### src/core/tm_defines.svh
`ifndef TM_DEFINES_SVH
`define TM_DEFINES_SVH

// Register indices; the byte address is four times the index.
`define TM_IDX_STATUS 6'h00
`define TM_IDX_CONFIG 6'h01
`define TM_IDX_TEMP 6'h02
`define TM_IDX_W 6
`define TM_ADDR_LSB 2
`define TM_ADDR_MSB 7
`define TM_ADDR_W 8

// Status register fields and reset value.
`define TM_ST_LOW 4
`define TM_ST_HIGH 5
`define TM_ST_CRIT 6
`define TM_ST_RDY 7
`define TM_ST_ZERO_W 4
`define TM_ST_RESET 8'h80

// Configuration register fields and reset value.
`define TM_CF_FQ_LO 0
`define TM_CF_FQ_HI 1
`define TM_CF_CT_POL 2
`define TM_CF_INT_POL 3
`define TM_CF_CMP 4
`define TM_CF_MODE_LO 5
`define TM_CF_MODE_HI 6
`define TM_CF_RES 7
`define TM_CF_RESET 8'h00

// Data widths.
`define TM_REG_W 8
`define TM_TEMP_W 16
`define TM_HYST_W 4
`define TM_TEMP_RESET 16'h0000

// In 13-bit mode the low three bits carry the limit flags.
`define TM_MASK13 16'hfff8
`define TM_FLAG_W 3
// One degree of hysteresis is 128 LSBs of the 16-bit result.
`define TM_HYST_PAD 7'h00

// Timing: clock rate and the once-per-second period.
`define TM_CLK_KHZ 100000
`define TM_SPS_PERIOD_MS 1000
`define TM_SPS_CNT_W 27

// Alarm pin level while inactive, with the reset polarity (active low).
`define TM_PIN_IDLE 1'b1
`define TM_FQ_MAX 2'h3

`endif

### src/core/tm_pkg.sv
package tm_pkg;

	// Conversion-mode field codes.
	typedef enum logic [1:0] {
		TM_MODE_CONT = 2'h0,
		TM_MODE_ONE = 2'h1,
		TM_MODE_SPS = 2'h2,
		TM_MODE_SHUT = 2'h3
	} tm_mode_t;

	// Conversion sequencer states.
	typedef enum logic {
		TM_S_IDLE,
		TM_S_CONV
	} tm_state_t;

endpackage : tm_pkg

### src/core/tm_status_config.sv
// Decided for this implementation: the APB register port.
`include "tm_defines.svh"

// How it works
// - Status register at index 0x00 is read-only; bits 3:0 read zero.
// - Limit flags clear on status read or return inside limits.
// - Ready bit 7 resets to 1, drops on new result, rises on temp read.
// - In one-shot or 1 SPS mode a mode-field write sets ready back to 1.
// - Bit 4 sets below low limit, clears above low plus hysteresis.
// - Bit 5 sets above high limit, clears below high minus hysteresis.
// - Bit 6 sets above critical, clears below critical minus hysteresis.
// - Configuration register at index 0x01 is read/write.
// - Bits 1:0 choose one to four faults before alarms assert.
// - Bit 2 sets critical alarm pin polarity, 1 active high.
// - Bit 3 sets limit alarm pin polarity, 1 active high.
// - Bit 4 chooses latched interrupt (0) or comparator (1) behaviour.
// - Mode 00 converts continuously, next starting when one completes.
// - Mode 01 makes one conversion, then shuts down.
// - Mode 10 runs once-per-second conversions.
// - Mode 11 powers down all but the register interface.
// - Bit 7 selects 13-bit or 16-bit resolution.
// - Once-per-second mode starts one conversion each second, idle else.
// - Faults must be consecutive; an in-limit result clears the count.
// - In interrupt behaviour any register read deasserts both alarms.
module tm_status_config
	import tm_pkg::*;
#(
	parameter int SPS_PERIOD_CYC = `TM_SPS_PERIOD_MS * `TM_CLK_KHZ
)
(
	input wire logic mclk,
	input wire logic nrst,
	input wire logic psel,
	input wire logic penable,
	input wire logic pwrite,
	input wire logic [`TM_ADDR_W-1:0] paddr,
	input wire logic [31:0] pwdata,
	output logic [31:0] prdata,
	output logic pready,
	output logic pslverr,
	output logic conv_start,
	input wire logic conv_done,
	input wire logic [`TM_TEMP_W-1:0] conv_result,
	output logic res_16bit,
	output logic power_down,
	input wire logic [`TM_TEMP_W-1:0] critical_limit,
	input wire logic [`TM_TEMP_W-1:0] high_limit,
	input wire logic [`TM_TEMP_W-1:0] low_limit,
	input wire logic [`TM_HYST_W-1:0] hysteresis_value,
	output logic limit_alarm_output,
	output logic critical_alarm_output
);

	localparam logic [`TM_SPS_CNT_W-1:0] SPS_LAST =
		`TM_SPS_CNT_W'(SPS_PERIOD_CYC - 1);

	logic [`TM_REG_W-1:0] cfg_q;
	logic [`TM_FLAG_W-1:0] flags_q;
	logic rdy_n_q;
	logic [`TM_TEMP_W-1:0] temp_q;
	logic [31:0] prdata_q;
	logic pready_q;
	logic pslverr_q;
	logic conv_start_q;
	logic power_down_q;
	logic int_act_q;
	logic ct_act_q;
	logic int_pin_q;
	logic ct_pin_q;
	logic [1:0] int_cnt_q;
	logic [1:0] ct_cnt_q;
	logic one_req_q;
	logic [`TM_SPS_CNT_W-1:0] sps_cnt_q;
	tm_state_t st_q;

	logic [`TM_IDX_W-1:0] idx;
	logic hit_status;
	logic hit_config;
	logic hit_temp;
	logic mapped;
	logic acc;
	logic rd_any;
	logic rd_status;
	logic rd_temp;
	logic wr_config;
	tm_mode_t mode;
	tm_mode_t new_mode;
	logic done_ok;
	logic sps_tick;
	logic start;
	logic signed [`TM_TEMP_W:0] tv;
	logic signed [`TM_TEMP_W:0] cl;
	logic signed [`TM_TEMP_W:0] hl;
	logic signed [`TM_TEMP_W:0] ll;
	logic signed [`TM_TEMP_W:0] hy;
	logic over_crit;
	logic over_high;
	logic under_low;
	logic crit_back;
	logic high_back;
	logic low_back;
	logic int_fault;
	logic int_trip;
	logic ct_trip;
	logic [`TM_FLAG_W-1:0] flag_set;
	logic [`TM_FLAG_W-1:0] flag_back;
	logic [`TM_REG_W-1:0] status_rd;

	// Address decode; each register is one aligned 32-bit word.
	assign idx = paddr[`TM_ADDR_MSB:`TM_ADDR_LSB];
	assign hit_status = (idx == `TM_IDX_STATUS);
	assign hit_config = (idx == `TM_IDX_CONFIG);
	assign hit_temp = (idx == `TM_IDX_TEMP);
	assign mapped = hit_status || hit_config || hit_temp;

	// The access edge is the only edge on which reads and writes act.
	assign acc = psel && penable && pready_q;
	assign rd_any = acc && !pwrite && mapped;
	assign rd_status = rd_any && hit_status;
	assign rd_temp = rd_any && hit_temp;
	assign wr_config = acc && pwrite && hit_config;

	assign mode = tm_mode_t'(cfg_q[`TM_CF_MODE_HI:`TM_CF_MODE_LO]);
	assign new_mode = tm_mode_t'(pwdata[`TM_CF_MODE_HI:`TM_CF_MODE_LO]);

	// A result counts only if a conversion was actually running.
	assign done_ok = conv_done && (st_q == TM_S_CONV);

	// Status image: low nibble is unused and reads zero.
	assign status_rd = {rdy_n_q, flags_q, {`TM_ST_ZERO_W{1'b0}}};

	// Comparison operands, sign-extended to keep the hysteresis sums exact.
	// The 13-bit result ignores the three flag positions.
	always_comb
	begin
		if (cfg_q[`TM_CF_RES])
			tv = {conv_result[`TM_TEMP_W-1], conv_result};
		else
			tv = {conv_result[`TM_TEMP_W-1], conv_result & `TM_MASK13};
		cl = {critical_limit[`TM_TEMP_W-1], critical_limit};
		hl = {high_limit[`TM_TEMP_W-1], high_limit};
		ll = {low_limit[`TM_TEMP_W-1], low_limit};
		hy = {{(`TM_TEMP_W + 1 - `TM_HYST_W - 7){1'b0}},
			hysteresis_value, `TM_HYST_PAD};
	end

	// Limit tests and hysteresis release points for the newest result.
	assign over_crit = tv > cl;
	assign over_high = tv > hl;
	assign under_low = tv < ll;
	assign crit_back = tv < (cl - hy);
	assign high_back = tv < (hl - hy);
	assign low_back = tv > (ll + hy);

	// Order is status bits 4 to 6; a read clears only the flags it showed.
	assign flag_set = {3{done_ok}} & {over_crit, over_high, under_low};
	assign flag_back = ({3{done_ok}} & {crit_back, high_back, low_back})
		| ({3{rd_status}} & prdata_q[`TM_ST_CRIT:`TM_ST_LOW]);

	// Trip when this fault completes the programmed consecutive count.
	assign int_fault = over_high || under_low;
	assign int_trip = done_ok && int_fault
		&& (int_cnt_q >= cfg_q[`TM_CF_FQ_HI:`TM_CF_FQ_LO]);
	assign ct_trip = done_ok && over_crit
		&& (ct_cnt_q >= cfg_q[`TM_CF_FQ_HI:`TM_CF_FQ_LO]);

	// APB answer: pready rises in the access phase, no wait states.
	always_ff @(posedge mclk or negedge nrst)
	begin
		if (!nrst)
		begin
			pready_q <= 1'b0;
			pslverr_q <= 1'b0;
		end
		else
		begin
			pready_q <= psel && !penable;
			pslverr_q <= psel && !penable && !mapped;
		end
	end

	// Read data is captured in the setup cycle so it comes from a flop.
	always_ff @(posedge mclk or negedge nrst)
	begin
		if (!nrst)
			prdata_q <= 32'h0000_0000;
		else if (psel && !penable && !pwrite)
		begin
			if (hit_status)
				prdata_q <= {24'h00_0000, status_rd};
			else if (hit_config)
				prdata_q <= {24'h00_0000, cfg_q};
			else if (hit_temp)
				prdata_q <= {16'h0000, temp_q};
			else
				prdata_q <= 32'h0000_0000;
		end
	end

	// Configuration register; the status and temperature words ignore writes.
	always_ff @(posedge mclk or negedge nrst)
	begin
		if (!nrst)
			cfg_q <= `TM_CF_RESET;
		else if (wr_config)
			cfg_q <= pwdata[`TM_REG_W-1:0];
	end

	// Limit flags: a fresh set beats both a status read and a release.
	always_ff @(posedge mclk or negedge nrst)
	begin
		if (!nrst)
			flags_q <= 3'h0;
		else
			flags_q <= (flags_q & ~flag_back)
				| flag_set;
	end

	// Ready is active low; a new result wins over a read in the same cycle.
	always_ff @(posedge mclk or negedge nrst)
	begin
		if (!nrst)
			rdy_n_q <= 1'b1;
		else if (done_ok)
			rdy_n_q <= 1'b0;
		else if (rd_temp)
			rdy_n_q <= 1'b1;
		else if (wr_config && (mode == TM_MODE_ONE || mode == TM_MODE_SPS))
			rdy_n_q <= 1'b1;
	end

	// Result register; 13-bit mode puts the limit flags in the low bits.
	always_ff @(posedge mclk or negedge nrst)
	begin
		if (!nrst)
			temp_q <= `TM_TEMP_RESET;
		else if (done_ok)
		begin
			if (cfg_q[`TM_CF_RES])
				temp_q <= conv_result;
			else
				temp_q <= {conv_result[`TM_TEMP_W-1:`TM_FLAG_W],
					over_crit, over_high, under_low};
		end
	end

	// Consecutive fault counters, saturating at three faults.
	always_ff @(posedge mclk or negedge nrst)
	begin
		if (!nrst)
		begin
			int_cnt_q <= 2'h0;
			ct_cnt_q <= 2'h0;
		end
		else if (done_ok)
		begin
			if (!int_fault)
				int_cnt_q <= 2'h0;
			else if (int_cnt_q != `TM_FQ_MAX)
				int_cnt_q <= int_cnt_q + 2'h1;
			if (!over_crit)
				ct_cnt_q <= 2'h0;
			else if (ct_cnt_q != `TM_FQ_MAX)
				ct_cnt_q <= ct_cnt_q + 2'h1;
		end
	end

	// Limit alarm state. Interrupt behaviour latches until any read;
	// comparator behaviour follows the temperature with hysteresis.
	// A trip wins over a read so an event is never swallowed.
	always_ff @(posedge mclk or negedge nrst)
	begin
		if (!nrst)
			int_act_q <= 1'b0;
		else if (int_trip)
			int_act_q <= 1'b1;
		else if (!cfg_q[`TM_CF_CMP] && rd_any)
			int_act_q <= 1'b0;
		else if (cfg_q[`TM_CF_CMP] && done_ok && high_back && low_back)
			int_act_q <= 1'b0;
	end

	// Critical alarm state, same behaviours as the limit alarm.
	always_ff @(posedge mclk or negedge nrst)
	begin
		if (!nrst)
			ct_act_q <= 1'b0;
		else if (ct_trip)
			ct_act_q <= 1'b1;
		else if (!cfg_q[`TM_CF_CMP] && rd_any)
			ct_act_q <= 1'b0;
		else if (cfg_q[`TM_CF_CMP] && done_ok && crit_back)
			ct_act_q <= 1'b0;
	end

	// Pin drivers apply polarity; a clear bit means active low.
	always_ff @(posedge mclk or negedge nrst)
	begin
		if (!nrst)
		begin
			int_pin_q <= `TM_PIN_IDLE;
			ct_pin_q <= `TM_PIN_IDLE;
		end
		else
		begin
			int_pin_q <= int_act_q ~^ cfg_q[`TM_CF_INT_POL];
			ct_pin_q <= ct_act_q ~^ cfg_q[`TM_CF_CT_POL];
		end
	end

	// Each write of one-shot mode requests exactly one conversion.
	always_ff @(posedge mclk or negedge nrst)
	begin
		if (!nrst)
			one_req_q <= 1'b0;
		else if (wr_config && new_mode == TM_MODE_ONE)
			one_req_q <= 1'b1;
		else if (start || mode != TM_MODE_ONE)
			one_req_q <= 1'b0;
	end

	// Once-per-second timer. It fires on entry to the mode, so the
	// first conversion starts at once from idle, one period later if a conversion is still running; the rest of each period is idle.
	always_ff @(posedge mclk or negedge nrst)
	begin
		if (!nrst)
			sps_cnt_q <= '0;
		else if (mode != TM_MODE_SPS)
			sps_cnt_q <= '0;
		else if (sps_cnt_q == SPS_LAST)
			sps_cnt_q <= '0;
		else
			sps_cnt_q <= sps_cnt_q + 1'b1;
	end
	assign sps_tick = (mode == TM_MODE_SPS) && (sps_cnt_q == '0);

	// Start decision from the idle state for each mode.
	always_comb
	begin
		start = 1'b0;
		if (st_q == TM_S_IDLE)
		begin
			unique case (mode)
				TM_MODE_CONT: start = 1'b1;
				TM_MODE_ONE: start = one_req_q;
				TM_MODE_SPS: start = sps_tick;
				TM_MODE_SHUT: start = 1'b0;
			endcase
		end
	end

	// Conversion sequencer. Entering shutdown abandons a running
	// conversion; its late done pulse is then ignored.
	always_ff @(posedge mclk or negedge nrst)
	begin
		if (!nrst)
			st_q <= TM_S_IDLE;
		else
		begin
			unique case (st_q)
				TM_S_IDLE:
					if (start)
						st_q <= TM_S_CONV;
				TM_S_CONV:
					if (conv_done || mode == TM_MODE_SHUT)
						st_q <= TM_S_IDLE;
			endcase
		end
	end

	// Converter start pulse, one cycle per conversion.
	always_ff @(posedge mclk or negedge nrst)
	begin
		if (!nrst)
			conv_start_q <= 1'b0;
		else
			conv_start_q <= start;
	end

	// Power down the analog side in shutdown and after a one-shot.
	// The register interface stays alive in every mode.
	always_ff @(posedge mclk or negedge nrst)
	begin
		if (!nrst)
			power_down_q <= 1'b0;
		else
			power_down_q <= (mode == TM_MODE_SHUT)
				|| (mode == TM_MODE_ONE && st_q == TM_S_IDLE
				&& !one_req_q);
	end

	assign prdata = prdata_q;
	assign pready = pready_q;
	assign pslverr = pslverr_q;
	assign conv_start = conv_start_q;
	assign res_16bit = cfg_q[`TM_CF_RES];
	assign power_down = power_down_q;
	assign limit_alarm_output = int_pin_q;
	assign critical_alarm_output = ct_pin_q;
endmodule : tm_status_config

### config.mk
export PLATFORM = sky130hd
export DESIGN_NAME = tm_status_config
export DESIGN_NICKNAME = d
export VERILOG_FILES = /design/src/core/tm_pkg.sv /design/src/core/tm_status_config.sv
export VERILOG_INCLUDE_DIRS = /design/src /design/src/core
export SDC_FILE = /design/constraint.sdc
export NUM_CORES = 1
export LEC_CHECK = 0
export ABC_AREA = 1
export BUFFER_PORTS_ARGS = -buffer_cell sky130_fd_sc_hd__buf_2
export CORE_ASPECT_RATIO = 1.2
export CORE_MARGIN = 2
export CORE_UTILIZATION = 35
export DETAILED_ROUTE_END_ITERATION = 7
export HOLD_SLACK_MARGIN = 0.15
export SETUP_SLACK_MARGIN = 0.2
export SKIP_CTS_REPAIR_TIMING = 1
export SLEW_MARGIN = 20
export SYNTH_ARGS = -nofsm -noshare
export SYNTH_HDL_FRONTEND = slang
export SYNTH_SLANG_ARGS = --single-unit
export TNS_END_PERCENT = 10
### constraint.sdc
create_clock -name mclk -period 1.78 [get_ports mclk]
set_input_delay 0.267 -clock mclk [delete_from_list [all_inputs] [get_ports mclk]]
set_output_delay 0.267 -clock mclk [all_outputs]
set_load 0.01 [all_outputs]
==> qor.csv <==
stage,metric,value,unit
drt,via_count,7021,
sta,timing.final.crit_period,2.66,ns
run_status,failed_checks,negative setup slack,
drt,dr.first_iter.drc_count,295,
drt,drcViolationCount,0,
worst_setup_path,cp_max_fo,2,
worst_setup_path,critical_path_buf_inv_count,4,
worst_setup_path,top_delay_family_on_crit_path,simple AND/OR/NAND/NOR gates,
sta,timing.setup.tns,-4.70,ns
run_status,status,finished with violations,
drt,viasPerCell,4.73,
power,p_total,6880,uW
worst_setup_path,worst_path_most_repeated_cell,sky130_fd_sc_hd__nand2_1,
grt,grt_remaining_overflow,0,
place,detailed_place_hpwl,16900,um
worst_setup_path,crit_path_cell_trace,"buf_6, inv_4, ha_4, inv_4, fa_2, and3_4, a211oi_4, nand3_2, nor3_4, xor2_1, ha_1, nand2_1, inv_2, o21ai_1, nand2_1, nor2_2, nand4_1, nand2_2, nand2_1, nand2_1, nand2_1",
sta,max_slew_violation_total_from_the_final_report,0,
worst_hold_path,min_delay_path_depth,3,
die,die_width,134,um
layout,layout_common_cells,"sky130_fd_sc_hd__nand2_1, sky130_fd_sc_hd__inv_1, sky130_fd_sc_hd__buf_4",
power,power_leakage,0.00516,uW
worst_setup_path,critical-path-slowest-cell,sky130_fd_sc_hd__fa_2,
sta,finClkSkew,0.0134,ns
layout,diodes,0,
synth,post_synth_inst_count,970,
layout,drive_above_1_share,0.271,
drt,route.antenna.remaining_nets,0,
synth,post_synth_num_cell_types,50,
worst_setup_path,worst_r2r_startpoint,cfg_q[7],
grt,number_of_global_route_vias_before_repair,6828,
grt,gr-usage-met1,0.233,
worst_setup_path,regToRegSetupSlack,-0.21,ns
worst_setup_path,worstPathArrival,2.89,ns
die,start_util,0.355,
layout,syn2layout_area_growth,33.3,%
cts,cts_max_path_buffers,2,
synth,yosys_register_bits,85,
synth,synth-async-reset-ratio,1.00,
power,power_per_cell_area,723,nW/um2
synth,yosys_warnings,0,
worst_setup_path,timing.critical_path.from,critical_limit[7],
place,dpl.cell_count,1458,
sta,fmax,376,MHz
layout,n_fill_cell,2061,
cts,cts-root-buf,sky130_fd_sc_hd__clkbuf_16,
die,rows,57,
grt,grt_most_used_layer,met2,
sta,final-setup-viol-count,11,
worst_setup_path,crit_path_end,flags_q[2],
die,design.die.area,21600,um2
grt,total_routing_usage_reported_by_global_routing,0.187,
place,portBuffers,110,
synth,avgSynthCellArea,7.36,um2
layout,final_common_cell,sky130_fd_sc_hd__nand2_1,
die,floorplan.core_area,20100,um2
layout,final-instance-count-excl-fill,1483,
worst_setup_path,worstReg2RegEnd,int_cnt_q[0],
sta,timing.final.hold_violations,0,
drt,drt_pre_antenna_iters,7,
grt,maximum_number_of_pins_on_one_net_before_global_route_repair,37,
drt,finalWirelength,20400,um
die,die_h,160,um
cts,clk_pin_slew_worst_paths,0.07,ns
power,vdd.ir_drop.worst,0.504,mV
worst_setup_path,setup.worst_path.class,input port to register,
die,ios,153,
synth,synth_edf_count,0,
cts,clock_sink_count,85,
cts,clock_tree.htree_level_count,3,
worst_setup_path,worstSetupPathDepth,21,
grt,grt_pass1_wl,32500,um
synth,postSynth.topFlopCell,sky130_fd_sc_hd__dfrtp_1,
sta,finalWorstSetupSlack,-0.877,ns
job,maxCapViolCount,0,
synth,synthesis.area,7140,um2
place,gpl.final_weighted_congestion,0.885,
grt,grtUsageMet3,0.0265,
sta,grt_setup_unrepaired,true,
worst_setup_path,r2r.worst_path.cells,19,
worst_setup_path,cp_slowest_stage_delay,0.37,ns
worst_setup_path,start_kind,input port,
worst_hold_path,min_path_type,input port to register,
layout,finish.net_count,1432,
cts,clk-insertion-delay-late,0.34,ns
synth,synth.yosys.seq_area_share,0.299,
worst_setup_path,critical_path_required,2.02,ns
grt,grt_use_met2,0.338,
cts,tritoncts.num_buffers,9,
grt,number_of_antenna_violations_at_the_first_check_in_global_routing,0,
drt,drt-wirelength-per-cell,13.7,um
cts,cts_tree,yes,
sta,min_period_over_period,1.49,
worst_setup_path,nature_of_the_critical_path_endpoint,register,
kinds of logic (layout without fill, tap and decap cells):
group	count (synthesis)	in the layout	synth area share
fa+ha+maj	105	105	0.187
compound gates	141	141	0.111
buf+inv	190	423	0.109
other cells	1	16	0.000525
simple gates	420	420	0.260
flops	85	85	0.299
xor+xnor	28	28	0.0344
worst reg2reg max path, cell delays in order (launching register included):
cell and delay (ns):
sky130_fd_sc_hd__dfrtp_1 0.42, sky130_fd_sc_hd__nand2_1 0.10, sky130_fd_sc_hd__inv_2 0.08, sky130_fd_sc_hd__ha_1 0.30, sky130_fd_sc_hd__nand2_1 0.07, sky130_fd_sc_hd__nand2_1 0.05, sky130_fd_sc_hd__nand2_1 0.06, sky130_fd_sc_hd__nand2_1 0.05
sky130_fd_sc_hd__nand2_1 0.06, sky130_fd_sc_hd__nand2_1 0.05, sky130_fd_sc_hd__nand2_1 0.07, sky130_fd_sc_hd__nand2_1 0.05, sky130_fd_sc_hd__nand2_1 0.05, sky130_fd_sc_hd__nand2_1 0.07, sky130_fd_sc_hd__nand2_1 0.08, sky130_fd_sc_hd__nand2_2 0.07
sky130_fd_sc_hd__nand2_1 0.06, sky130_fd_sc_hd__nand2_1 0.06, sky130_fd_sc_hd__nand2_1 0.07, sky130_fd_sc_hd__nand2_1 0.05
layer usage:
layer	vias to the layer above	share of wire
li1	3647	-
met2	180	0.51
met5	-	0
met1	3172	0.43
met3	22	0.044
met4	0	0.014
final cells by class:
class	instances	area, um2	share of cell area
clock buffers	10	229	0.0241
clock inverters	6	71.3	0.00750
inverters	165	629	0.0661
multi-input cells	710	4530	0.476
flip-flops and latches	85	2130	0.224
well taps	265	332	0.0349
repair buffers	242	1590	0.167
report_power, final:
group          total, uW  switching [uW]  internal (uW)
sequential          2570             241           2320
combinational       2420            1320           1100
clock               1890             792           1100
total               6880            2360           4530
synth_stat cells (2+ instances only):
cell                       count  area [um2]
sky130_fd_sc_hd__dfstp_2       3        78.8
sky130_fd_sc_hd__a21o_1        3        22.5
sky130_fd_sc_hd__nand4_1      28         175
sky130_fd_sc_hd__inv_2        11        41.3
sky130_fd_sc_hd__nor2_1       66         248
sky130_fd_sc_hd__nor3b_1       2        15.0
sky130_fd_sc_hd__o211ai_1      2        15.0
sky130_fd_sc_hd__inv_1       153         574
sky130_fd_sc_hd__o31ai_1       5        37.5
sky130_fd_sc_hd__nor4_1        9        56.3
sky130_fd_sc_hd__o22ai_1       3        18.8
sky130_fd_sc_hd__nand2_1     224         841
sky130_fd_sc_hd__dfrtp_1      82        2050
sky130_fd_sc_hd__a21oi_1      56         280
sky130_fd_sc_hd__nor3_1       26         130
sky130_fd_sc_hd__fa_1          3        60.1
sky130_fd_sc_hd__clkbuf_1      7        26.3
sky130_fd_sc_hd__buf_2         2        10.0
sky130_fd_sc_hd__xor2_1       22         193
sky130_fd_sc_hd__and3_1        2        12.5
sky130_fd_sc_hd__o21ai_0      27         135
sky130_fd_sc_hd__a221oi_1      3        26.3
sky130_fd_sc_hd__o21ai_1      27         135
sky130_fd_sc_hd__xnor2_1       6        52.6
sky130_fd_sc_hd__buf_4        16         120
sky130_fd_sc_hd__or2_2         2        12.5
sky130_fd_sc_hd__nand2_2       2        12.5
sky130_fd_sc_hd__ha_1        102        1280
sky130_fd_sc_hd__o21bai_1      3        22.5
sky130_fd_sc_hd__nand3_1      50         250
sky130_fd_sc_hd__a22oi_1       2        15.0
sky130_fd_sc_hd__a211oi_1      3        22.5
flip-flops by register name, summed over array words and instances (netlist names), 2 cells and up:
register,flops
sps_cnt_q,27
int_cnt_q,2
flags_q,3
temp_q,16
prdata,16
ct_cnt_q,2
cfg_q,8
worst min path at each step:
stage	startpoint	end	slack (ns)
floorplan	nrst	cfg_q[0]	-0.03
global placement	nrst	prdata[15]	0.27
detailed placement	nrst	prdata[15]	0.27
CTS	nrst	prdata[15]	-0.09
global route	pwdata[7]	cfg_q[7]	0.15
finish	pwdata[7]	cfg_q[7]	0.14
through the flow:
step                instance area, um2   util  setup WS (ns)  hold WS (ns)
CTS                               9180  0.456         -0.895       -0.0933
detailed placement                8880  0.441          -1.24         0.269
finish                            9510  0.473         -0.877         0.139
global placement                  8880  0.441          -1.16         0.269
global route                      9510  0.473          -1.10         0.151
floorplan                         7210      -         -0.927       -0.0286
(Power assumes the default switching activity.)
